==> src/pkg/bafs_pkg.sv <==
// Package for the brake arm fault supervisor: register map, fields, timing.
// Assumes a 50 MHz system clock and an Avalon-MM slave with 32-bit data.
// Notes on behaviour
// Both brake arm feedback inputs are always watched and no setting can turn that off.
// A failed lift at start is cleared by itself after 5 s and retried, up to 3 tries.
// After the third failed start try the brake arm fault latches and stays.
// A wrong release at stop latches the brake arm fault at once, with no retry.
// Any wrong lift or release commands door close and stops the car running.
// Door opening is held off while either arm switch is out of place, and freed once both are back.
// The latched fault survives power loss, so its state lives in non-volatile storage.
// Holding both inspection buttons over 5 s in inspection mode clears latched faults.
// A braking force failure raises its own fault, closes the door, stops the car; the same gesture clears it.
// Leaving the door zone with the lock open cuts the safety loop, drive power and drops the brake.
// Inside the door zone the lock loop is bypassed only while early opening or re-levelling holds.
// Car or car-top inspection switches win over the cabinet buttons, which are then ignored.
// The start retry count goes to zero after a good start and when a latched fault clears; here only on leaving ST_LATCH, not for a force fault alone.
// The hold timer restarts when either button is let go early or inspection mode is left.
package bafs_pkg;

    localparam int unsigned CLK_HZ = 50_000_000;
    localparam int unsigned RETRY_WAIT_S = 5;
    localparam int unsigned HOLD_TIME_S = 5;
    localparam int unsigned RETRY_CYC = CLK_HZ * RETRY_WAIT_S;
    localparam int unsigned HOLD_CYC = CLK_HZ * HOLD_TIME_S;
    localparam logic [1:0] MAX_TRIES = 2'h3;

    localparam logic [3:0] OFS_CTRL = 4'h0;
    localparam logic [3:0] OFS_STATUS = 4'h4;
    localparam logic [3:0] OFS_IRQ_STAT = 4'h8;
    localparam logic [3:0] OFS_IRQ_MASK = 4'hC;
    localparam logic [31:0] RESET_CTRL = 32'h0000_0000;
    localparam logic [31:0] RESET_MASK = 32'h0000_0000;

    // Ctrl bits
    localparam int unsigned CTRL_OPEN_REQ = 0;
    localparam int unsigned CTRL_EARLY_OPEN = 1;
    localparam int unsigned CTRL_RELEVEL = 2;
    // Event bits in irq status and mask
    localparam int unsigned EV_ARM_FAULT = 0;
    localparam int unsigned EV_FORCE_FAULT = 1;
    localparam int unsigned EV_SAFETY_CUT = 2;
    localparam int unsigned EV_RETRY = 3;
    localparam int unsigned EV_W = 4;

    typedef struct packed {
        logic car_start;
        logic car_stop;
        logic arm_feedback_a;
        logic arm_feedback_b;
    } bafs_brake_t;

    typedef struct packed {
        logic inspection_mode;
        logic car_inspect_active;
        logic inspect_up_input;
        logic inspect_down_input;
    } bafs_inspect_t;

    typedef struct packed {
        logic door_zone;
        logic door_lock_closed;
    } bafs_door_t;

    typedef struct packed {
        logic arm_fault;
        logic force_fault;
    } bafs_nv_t;

    function automatic logic [3:0] bafs_ofs(input logic [3:0] a);
        return {a[3:2], 2'h0};
    endfunction

endpackage

==> src/rtl/bafs_hold_timer.sv <==
// Hold timer for the clearing gesture: counts while both buttons held.
// Assumes inputs already synchronous to ref_clk_i.
`timescale 1ns/1ps
module bafs_hold_timer (
    input wire logic ref_clk_i,
    input wire logic nrst_i,
    input wire logic hold_i,
    output logic done_o
);
    import bafs_pkg::*;

    logic [27:0] cnt_q;

    always_ff @(posedge ref_clk_i or negedge nrst_i) begin
        if (!nrst_i) begin
            cnt_q <= 28'h0;
            done_o <= 1'b0;
        end else if (!hold_i) begin
            cnt_q <= 28'h0;
            done_o <= 1'b0;
        end else begin
            // Strictly more than the hold time, then one pulse
            if (cnt_q <= HOLD_CYC[27:0]) begin
                cnt_q <= cnt_q + 28'h1;
            end
            done_o <= (cnt_q == HOLD_CYC[27:0]);
        end
    end
endmodule // bafs_hold_timer

==> src/rtl/bafs_supervisor.sv <==
// Brake arm fault supervisor top: retry/latch logic, door and loop control.
// Assumes inputs synchronous to ref_clk_i and an external non-volatile store
// that returns the saved latch state and is written through nv_wr_o.
//
// Implementation choices: the placing of the registers and register access over Avalon-MM.
`timescale 1ns/1ps
module bafs_supervisor #(
    parameter int unsigned RETRY_CYCLES = bafs_pkg::RETRY_CYC
) (
    input wire logic ref_clk_i,
    input wire logic nrst_i,
    input wire logic [3:0] avs_address_i,
    input wire logic avs_read_i,
    input wire logic avs_write_i,
    input wire logic [31:0] avs_writedata_i,
    input wire logic [3:0] avs_byteenable_i,
    output logic [31:0] avs_readdata_o,
    output logic avs_waitrequest_o,
    input wire bafs_pkg::bafs_brake_t brake_i,
    input wire bafs_pkg::bafs_inspect_t inspect_i,
    input wire bafs_pkg::bafs_door_t door_i,
    input wire logic force_fail_i,
    input wire bafs_pkg::bafs_nv_t nv_rd_i,
    input wire logic nv_valid_i,
    output bafs_pkg::bafs_nv_t nv_wr_o,
    output logic nv_we_o,
    output logic door_close_o,
    output logic door_open_ok_o,
    output logic run_enable_o,
    output logic safety_loop_o,
    output logic drive_power_o,
    output logic brake_lift_o,
    output logic lock_bypass_o,
    output logic irq_o
);
    import bafs_pkg::*;

    typedef enum logic [3:0] {
        ST_IDLE = 4'b0001,
        ST_WAIT = 4'b0010,
        ST_LATCH = 4'b0100,
        ST_RUN = 4'b1000
    } bafs_state_t;

    bafs_state_t state_q;
    logic [27:0] wait_q;
    logic [1:0] tries_q;
    logic arm_lat_q, force_lat_q, loaded_q;
    logic [31:0] ctrl_q;
    logic [EV_W-1:0] ev_q, mask_q;
    logic cut_q;
    logic clear_done, hold;
    logic arms_up, arms_down, start_bad, stop_bad;
    logic ev_arm, ev_retry, ev_cut, any_fault;
    logic [EV_W-1:0] ev_set;

    // Both arm inputs always used; nothing masks them
    assign arms_up = brake_i.arm_feedback_a & brake_i.arm_feedback_b;
    assign arms_down = ~brake_i.arm_feedback_a & ~brake_i.arm_feedback_b;
    assign start_bad = brake_i.car_start & ~arms_up;
    assign stop_bad = brake_i.car_stop & ~arms_down;
    // Car switches take the buttons away from the cabinet
    assign hold = inspect_i.inspection_mode & ~inspect_i.car_inspect_active
                  & inspect_i.inspect_up_input & inspect_i.inspect_down_input;
    assign any_fault = arm_lat_q | force_lat_q | (state_q == ST_WAIT);

    bafs_hold_timer u_hold (
        .ref_clk_i(ref_clk_i),
        .nrst_i(nrst_i),
        .hold_i(hold),
        .done_o(clear_done)
    );

    // Retry and latch sequencing
    always_ff @(posedge ref_clk_i or negedge nrst_i) begin
        if (!nrst_i) begin
            state_q <= ST_IDLE;
            wait_q <= 28'h0;
            tries_q <= 2'h0;
        end else begin
            case (state_q)
                ST_IDLE: begin
                    if (arm_lat_q) begin
                        state_q <= ST_LATCH;
                    end else if (stop_bad) begin
                        state_q <= ST_LATCH;
                    end else if (start_bad) begin
                        wait_q <= 28'h0;
                        if (tries_q == MAX_TRIES - 2'h1) begin
                            state_q <= ST_LATCH;
                        end else begin
                            tries_q <= tries_q + 2'h1;
                            state_q <= ST_WAIT;
                        end
                    end else if (brake_i.car_start) begin
                        tries_q <= 2'h0;
                        state_q <= ST_RUN;
                    end
                end
                ST_WAIT: begin
                    if (wait_q >= RETRY_CYCLES[27:0] - 28'h1) begin
                        state_q <= ST_IDLE;
                    end else begin
                        wait_q <= wait_q + 28'h1;
                    end
                end
                ST_RUN: begin
                    if (stop_bad) begin
                        state_q <= ST_LATCH;
                    end else if (brake_i.car_stop) begin
                        state_q <= ST_IDLE;
                    end
                end
                ST_LATCH: begin
                    if (clear_done) begin
                        tries_q <= 2'h0;
                        state_q <= ST_IDLE;
                    end
                end
                default: state_q <= ST_IDLE;
            endcase
        end
    end

    assign ev_arm = (state_q != ST_LATCH) & ~arm_lat_q &
                    (((state_q == ST_IDLE) & (stop_bad | (start_bad &
                    (tries_q == MAX_TRIES - 2'h1)))) | ((state_q == ST_RUN) & stop_bad));
    assign ev_retry = (state_q == ST_IDLE) & ~arm_lat_q & ~stop_bad & start_bad &
                      (tries_q != MAX_TRIES - 2'h1);

    // Latches, loaded from non-volatile store after reset
    always_ff @(posedge ref_clk_i or negedge nrst_i) begin
        if (!nrst_i) begin
            arm_lat_q <= 1'b0;
            force_lat_q <= 1'b0;
            loaded_q <= 1'b0;
            nv_we_o <= 1'b0;
            nv_wr_o <= '0;
        end else begin
            nv_we_o <= 1'b0;
            if (!loaded_q) begin
                if (nv_valid_i) begin
                    arm_lat_q <= nv_rd_i.arm_fault;
                    force_lat_q <= nv_rd_i.force_fault;
                    loaded_q <= 1'b1;
                end
            end else if (clear_done) begin
                arm_lat_q <= 1'b0;
                force_lat_q <= 1'b0;
                nv_wr_o <= '0;
                nv_we_o <= arm_lat_q | force_lat_q;
            end else if (ev_arm | force_fail_i) begin
                arm_lat_q <= arm_lat_q | ev_arm;
                force_lat_q <= force_lat_q | force_fail_i;
                nv_wr_o <= '{arm_fault: arm_lat_q | ev_arm,
                             force_fault: force_lat_q | force_fail_i};
                nv_we_o <= 1'b1;
            end
        end
    end

    // Door zone and lock supervision
    assign ev_cut = ~door_i.door_zone & ~door_i.door_lock_closed & ~cut_q;
    always_ff @(posedge ref_clk_i or negedge nrst_i) begin
        if (!nrst_i) begin
            cut_q <= 1'b0;
            lock_bypass_o <= 1'b0;
        end else begin
            if (ev_cut) begin
                cut_q <= 1'b1;
            end else if (door_i.door_lock_closed) begin
                cut_q <= 1'b0;
            end
            lock_bypass_o <= door_i.door_zone &
                             (ctrl_q[CTRL_EARLY_OPEN] | ctrl_q[CTRL_RELEVEL]);
        end
    end

    // Car outputs; all registered
    always_ff @(posedge ref_clk_i or negedge nrst_i) begin
        if (!nrst_i) begin
            door_close_o <= 1'b0;
            door_open_ok_o <= 1'b0;
            run_enable_o <= 1'b0;
            safety_loop_o <= 1'b0;
            drive_power_o <= 1'b0;
            brake_lift_o <= 1'b0;
        end else begin
            door_close_o <= any_fault;
            // Arms must sit released while the car stands
            door_open_ok_o <= ctrl_q[CTRL_OPEN_REQ] & arms_down;
            run_enable_o <= loaded_q & ~any_fault & ~cut_q;
            safety_loop_o <= ~cut_q & ~ev_cut;
            drive_power_o <= ~cut_q & ~ev_cut & ~any_fault;
            brake_lift_o <= ~cut_q & ~ev_cut & ~any_fault & (state_q == ST_RUN);
        end
    end

    // Avalon slave: one wait state per access
    assign ev_set = {ev_retry, ev_cut, force_fail_i & ~force_lat_q, ev_arm};
    always_ff @(posedge ref_clk_i or negedge nrst_i) begin
        if (!nrst_i) begin
            avs_waitrequest_o <= 1'b1;
            avs_readdata_o <= 32'h0;
            ctrl_q <= RESET_CTRL;
            mask_q <= RESET_MASK[EV_W-1:0];
            ev_q <= '0;
        end else begin
            avs_waitrequest_o <= 1'b1;
            ev_q <= ev_q | ev_set;
            if ((avs_read_i | avs_write_i) & avs_waitrequest_o) begin
                avs_waitrequest_o <= 1'b0;
                avs_readdata_o <= 32'h0;
                if (avs_write_i & avs_byteenable_i[0]) begin
                    case (bafs_ofs(avs_address_i))
                        OFS_CTRL: ctrl_q <= {29'h0, avs_writedata_i[2:0]};
                        // Set wins over the clear
                        OFS_IRQ_STAT: ev_q <= (ev_q & ~avs_writedata_i[EV_W-1:0]) | ev_set;
                        OFS_IRQ_MASK: mask_q <= avs_writedata_i[EV_W-1:0];
                        default: ;
                    endcase
                end else if (avs_read_i) begin
                    case (bafs_ofs(avs_address_i))
                        OFS_CTRL: avs_readdata_o <= ctrl_q;
                        OFS_STATUS: avs_readdata_o <= {22'h0, tries_q, state_q, cut_q,
                                                      loaded_q, force_lat_q, arm_lat_q};
                        OFS_IRQ_STAT: avs_readdata_o <= {28'h0, ev_q};
                        OFS_IRQ_MASK: avs_readdata_o <= {28'h0, mask_q};
                        default: avs_readdata_o <= 32'h0;
                    endcase
                end
            end
            if (!avs_waitrequest_o) begin
                avs_waitrequest_o <= 1'b1;
            end
        end
    end

    always_ff @(posedge ref_clk_i or negedge nrst_i) begin
        if (!nrst_i) begin
            irq_o <= 1'b0;
        end else begin
            irq_o <= |(ev_q & mask_q);
        end
    end
endmodule // bafs_supervisor

==> config.mk <==
export PLATFORM = sky130hd
export DESIGN_NAME = bafs_supervisor
export DESIGN_NICKNAME = d
export VERILOG_FILES = /design/src/pkg/bafs_pkg.sv /design/src/rtl/bafs_hold_timer.sv /design/src/rtl/bafs_supervisor.sv
export SDC_FILE = /design/constraint.sdc
export NUM_CORES = 1
export LEC_CHECK = 0
export BUFFER_PORTS_ARGS = -buffer_cell sky130_fd_sc_hd__buf_4
export CAP_MARGIN = 25
export CORE_MARGIN = 2
export CORE_UTILIZATION = 45
export DETAILED_ROUTE_END_ITERATION = 10
export PLACE_DENSITY = 0.67
export SYNTH_ARGS = -nofsm -noshare
export SYNTH_HDL_FRONTEND = slang
export SYNTH_HIERARCHICAL = 1
export SYNTH_SLANG_ARGS = --single-unit
==> constraint.sdc <==
create_clock -name ref_clk_i -period 2.5 [get_ports ref_clk_i]
set_input_delay 0.25 -clock ref_clk_i [delete_from_list [all_inputs] [get_ports ref_clk_i]]
set_output_delay 0.25 -clock ref_clk_i [all_outputs]
set_load 0.01 [all_outputs]
==> metrics.cfg <==
[setup_path]
worst-path-max-fanout=10
critPathLaunchType=flop
worst-path-stages=9
critPathMaxStageDelay_ps=420
cp.arrival_ps=2650
r2r_cells=9
cpMaxStageDelayCell=or4_1
criticalPathCategory=flop to flop
path_cells=inv_1 -> ha_1 -> nor4b_1 -> nand4b_1 -> o31ai_4 -> buf_4 -> o21bai_4 -> or4_1 -> a21oi_1
required_ps=2770
worstSetupEndpointType=flop
cp_top_family=simple AND/OR/NAND/NOR gates
cp.buffers_inverters=2

[yosys]
synth-xor-area-share=0.02211
synth_top_family_by_area=simple AND/OR/NAND/NOR gates
synthFlopType=dfrtp_1
synthMuxAreaShare=0.04445
synthTopCellsByArea=dfrtp_1 44%, nand2_1 4.2%, o21ai_0 4.2%, buf_4 3.4%, nor2_1 2.9%
synth_largest_area_cell=dfrtp_1
synth_adder_area_share=0.009025
synth-async-reset-ratio=1.000
syn-cell-area_mm2=0.005545
postSynthCellCount=590
synth_top_cell_area_share=0.4422
synthSimpleGateAreaFrac=0.2340
ys_types=71
synth_enable_flop_cells=0
syn_area_per_cell_um2=9.399
yosys_warnings=6
ys_seq_area_frac=0.4517
synth_compound_area_frac=0.1726
synth-seq-cells=100

[global_routing]
antenna_found_initial=0
grt_pass1_wl_mm=20.67
overflow=0
grt.total_usage=0.1946
grt_max_degree=55
grt_pass1_vias=4355

[floorplanning]
fp.dieW_um=115.0
initial_core_util=0.4617
core_mm2=0.01201
die_area_mm2=0.01323
ios=102
die_y_um=115.0
rows=40

[finish]
final_cell_mix=98 x dfrtp_1, 66 x buf_4, 62 x nand2_1
drive_gt1_frac=0.1748
layout_commonest_cell=dfrtp_1
final_cells=799
antennaDiodeCount=0
nets=709
syn2layout_area_growth_pct=15.73
fillers=1085

[routing]
via_per_inst=5.725
ant_nets=0
drt-initial-drc-count=404
wl_per_cell_um=15.40
drt_pre_antenna_iters=5
drt_wl_total_mm=12.30
drcViolationCount=0
vias=4574

[power_and_ir_drop]
comb_power_share=0.203
power.share.switching=0.3148
powerDensity_mw_per_mm2=771.3
leakagePower_nw=2.703
ir_drop_mv=0.3953
p_int_mw=3.392
p_switching_mw=1.558
clockPowerShare=0.329
seq_power_share=0.468

[timing]
setup_tns_ps=0
fin_skew_ps=7.501
worst_pin_slew_ps=713.4
finalSetupViolations=0
fin_ws_ps=124.5
slew_headroom=0.5244
fin_crit_sh=0.9502
hold_viol=0
finalMaxSlewViolations=0
rsz0062_at_grt=false
period_minus_slack_ps=2375
max_freq_mhz=421.0

[placed_design]
port_buffers=46
post-place-ws_ps=152.9
place_hpwl_mm=8.829
place_inst=782
place_congestion=0.8236

[clocking]
cts_buffers=9
cts_tree=done
h-tree-depth=3
cts_sinks=100
post_cts_buffers=0
clkLatencyLatePin_ps=350
clk_pin_slew_worst_paths_ps=70
clk_path_buf_depth=2
root_buffer=clkbuf_16

[flow_run]
max_cap_violations=0

[run_status]
status=finished clean

[worst_hold_path]
hold_class=primary input to flop
min_delay_path_depth=2

==> flip-flops by register name, summed over array words and instances, names as in the netlist, 2 cells and up <==
name	count
ctrl_q	3
ev_q	4
tries_q	2
wait_q	28
u_hold/cnt_q	28
avs_readdata_o	10
nv_wr_o	2
state_q	4
mask_q	4
==> layout make-up <==
class / instances / area, um2 / share of cell area
Timing Repair Buffer: 69 / 545.5 / 0.08501
Tap cell: 147 / 183.9 / 0.02866
Sequential cell: 100 / 2505 / 0.3903
Clock buffer: 9 / 225.2 / 0.03509
Clock inverter: 7 / 123.9 / 0.01930
Inverter: 20 / 75.07 / 0.01170
Multi-Input combinational cell: 447 / 2759 / 0.4299
==> synth_stat cells (all sizes together), types with 10 or more instances <==
cell type / number
and3: 12
nand2: 63
clkbuf: 11
inv: 20
mux2i: 10
dfrtp: 98
buf: 33
nor2: 44
a21oi: 30
nor3: 24
nand3: 26
o21ai: 49
a31oi: 10
or3: 16
==> cell families after synthesis <==
logic type                 after synthesis
muxes                                   20
other                                    1
adders and majority gates                4
buffers and inverters                   64
DFF                                    100
and+or+nand+nor                        244
xor gates and xnor gates                14
AOI/OAI and AO/OA                      143
==> layer usage <==
metal  global-route usage  vias to the layer above  share of wire
li1                     -                     2209              -
met1               0.2666                     2255           0.48
met2               0.3094                      101           0.47
met3              0.03795                        9          0.042
met4              0.06988                        0          0.013
met5                    0                        -              0
==> power by group through the flow <==
| stage | logic [mW] | registers (mW) | clock network [mW] |
|---|---|---|---|
| after floorplan | 0.792 | 2.21 | 0 |
| after CTS | 1.02 | 2.31 | 1.67 |
| after global placement | 0.979 | 2.31 | 0 |
| final | 1.01 | 2.32 | 1.63 |
| after detailed placement | 1.01 | 2.34 | 0 |
| after global routing | 1.14 | 2.38 | 1.73 |
==> worst reg2reg max path: stages (launching register included) <==
cell	delay, ps
dfrtp_1	380
inv_1	100
ha_1	150
nor4b_1	290
nand4b_1	230
o31ai_4	250
buf_4	220
o21bai_4	110
or4_1	420
a21oi_1	150
==> worst paths after layout <==
check | end | from | slack (ps)
setup / recovery | u_hold/cnt_q[15]$_DFFE_PN0P_ | u_hold/cnt_q[0]$_DFFE_PN0P_ | 120
hold / removal | cut_q$_DFFE_PN0P_ | door_i[0] | 50
setup reg to reg | u_hold/cnt_q[15]$_DFFE_PN0P_ | u_hold/cnt_q[0]$_DFFE_PN0P_ | 120
hold reg to reg | avs_readdata_o[9]$_DFFE_PN0P_ | avs_readdata_o[9]$_DFFE_PN0P_ | 500
max in group asynchronous | state_q[0]$_DFFE_PN1P_ | nrst_i | 1260
min in group asynchronous | u_hold/cnt_q[13]$_DFFE_PN0P_ | nrst_i | 500
==> repair_timing <==
item,in CTS,in global routing
endpoints found under the setup margin,0,3
hold buffers,1,0
endpoints found under the hold margin,53,0
gates resized for setup,0,1
==> metrics by stage <==
stage,area [um2],utilization,hold slack (ps),power [mW]
after floorplan,5624,-,-45.59,2.998
after global placement,6056,0.5042,343.4,3.292
after detailed placement,6056,0.5042,357.7,3.348
after global routing,6417,0.5343,49.24,5.255
final,6417,0.5343,48.98,4.950
after CTS,6415,0.5341,34.50,4.990
Note: power is estimated with default switching activity, not from simulation.
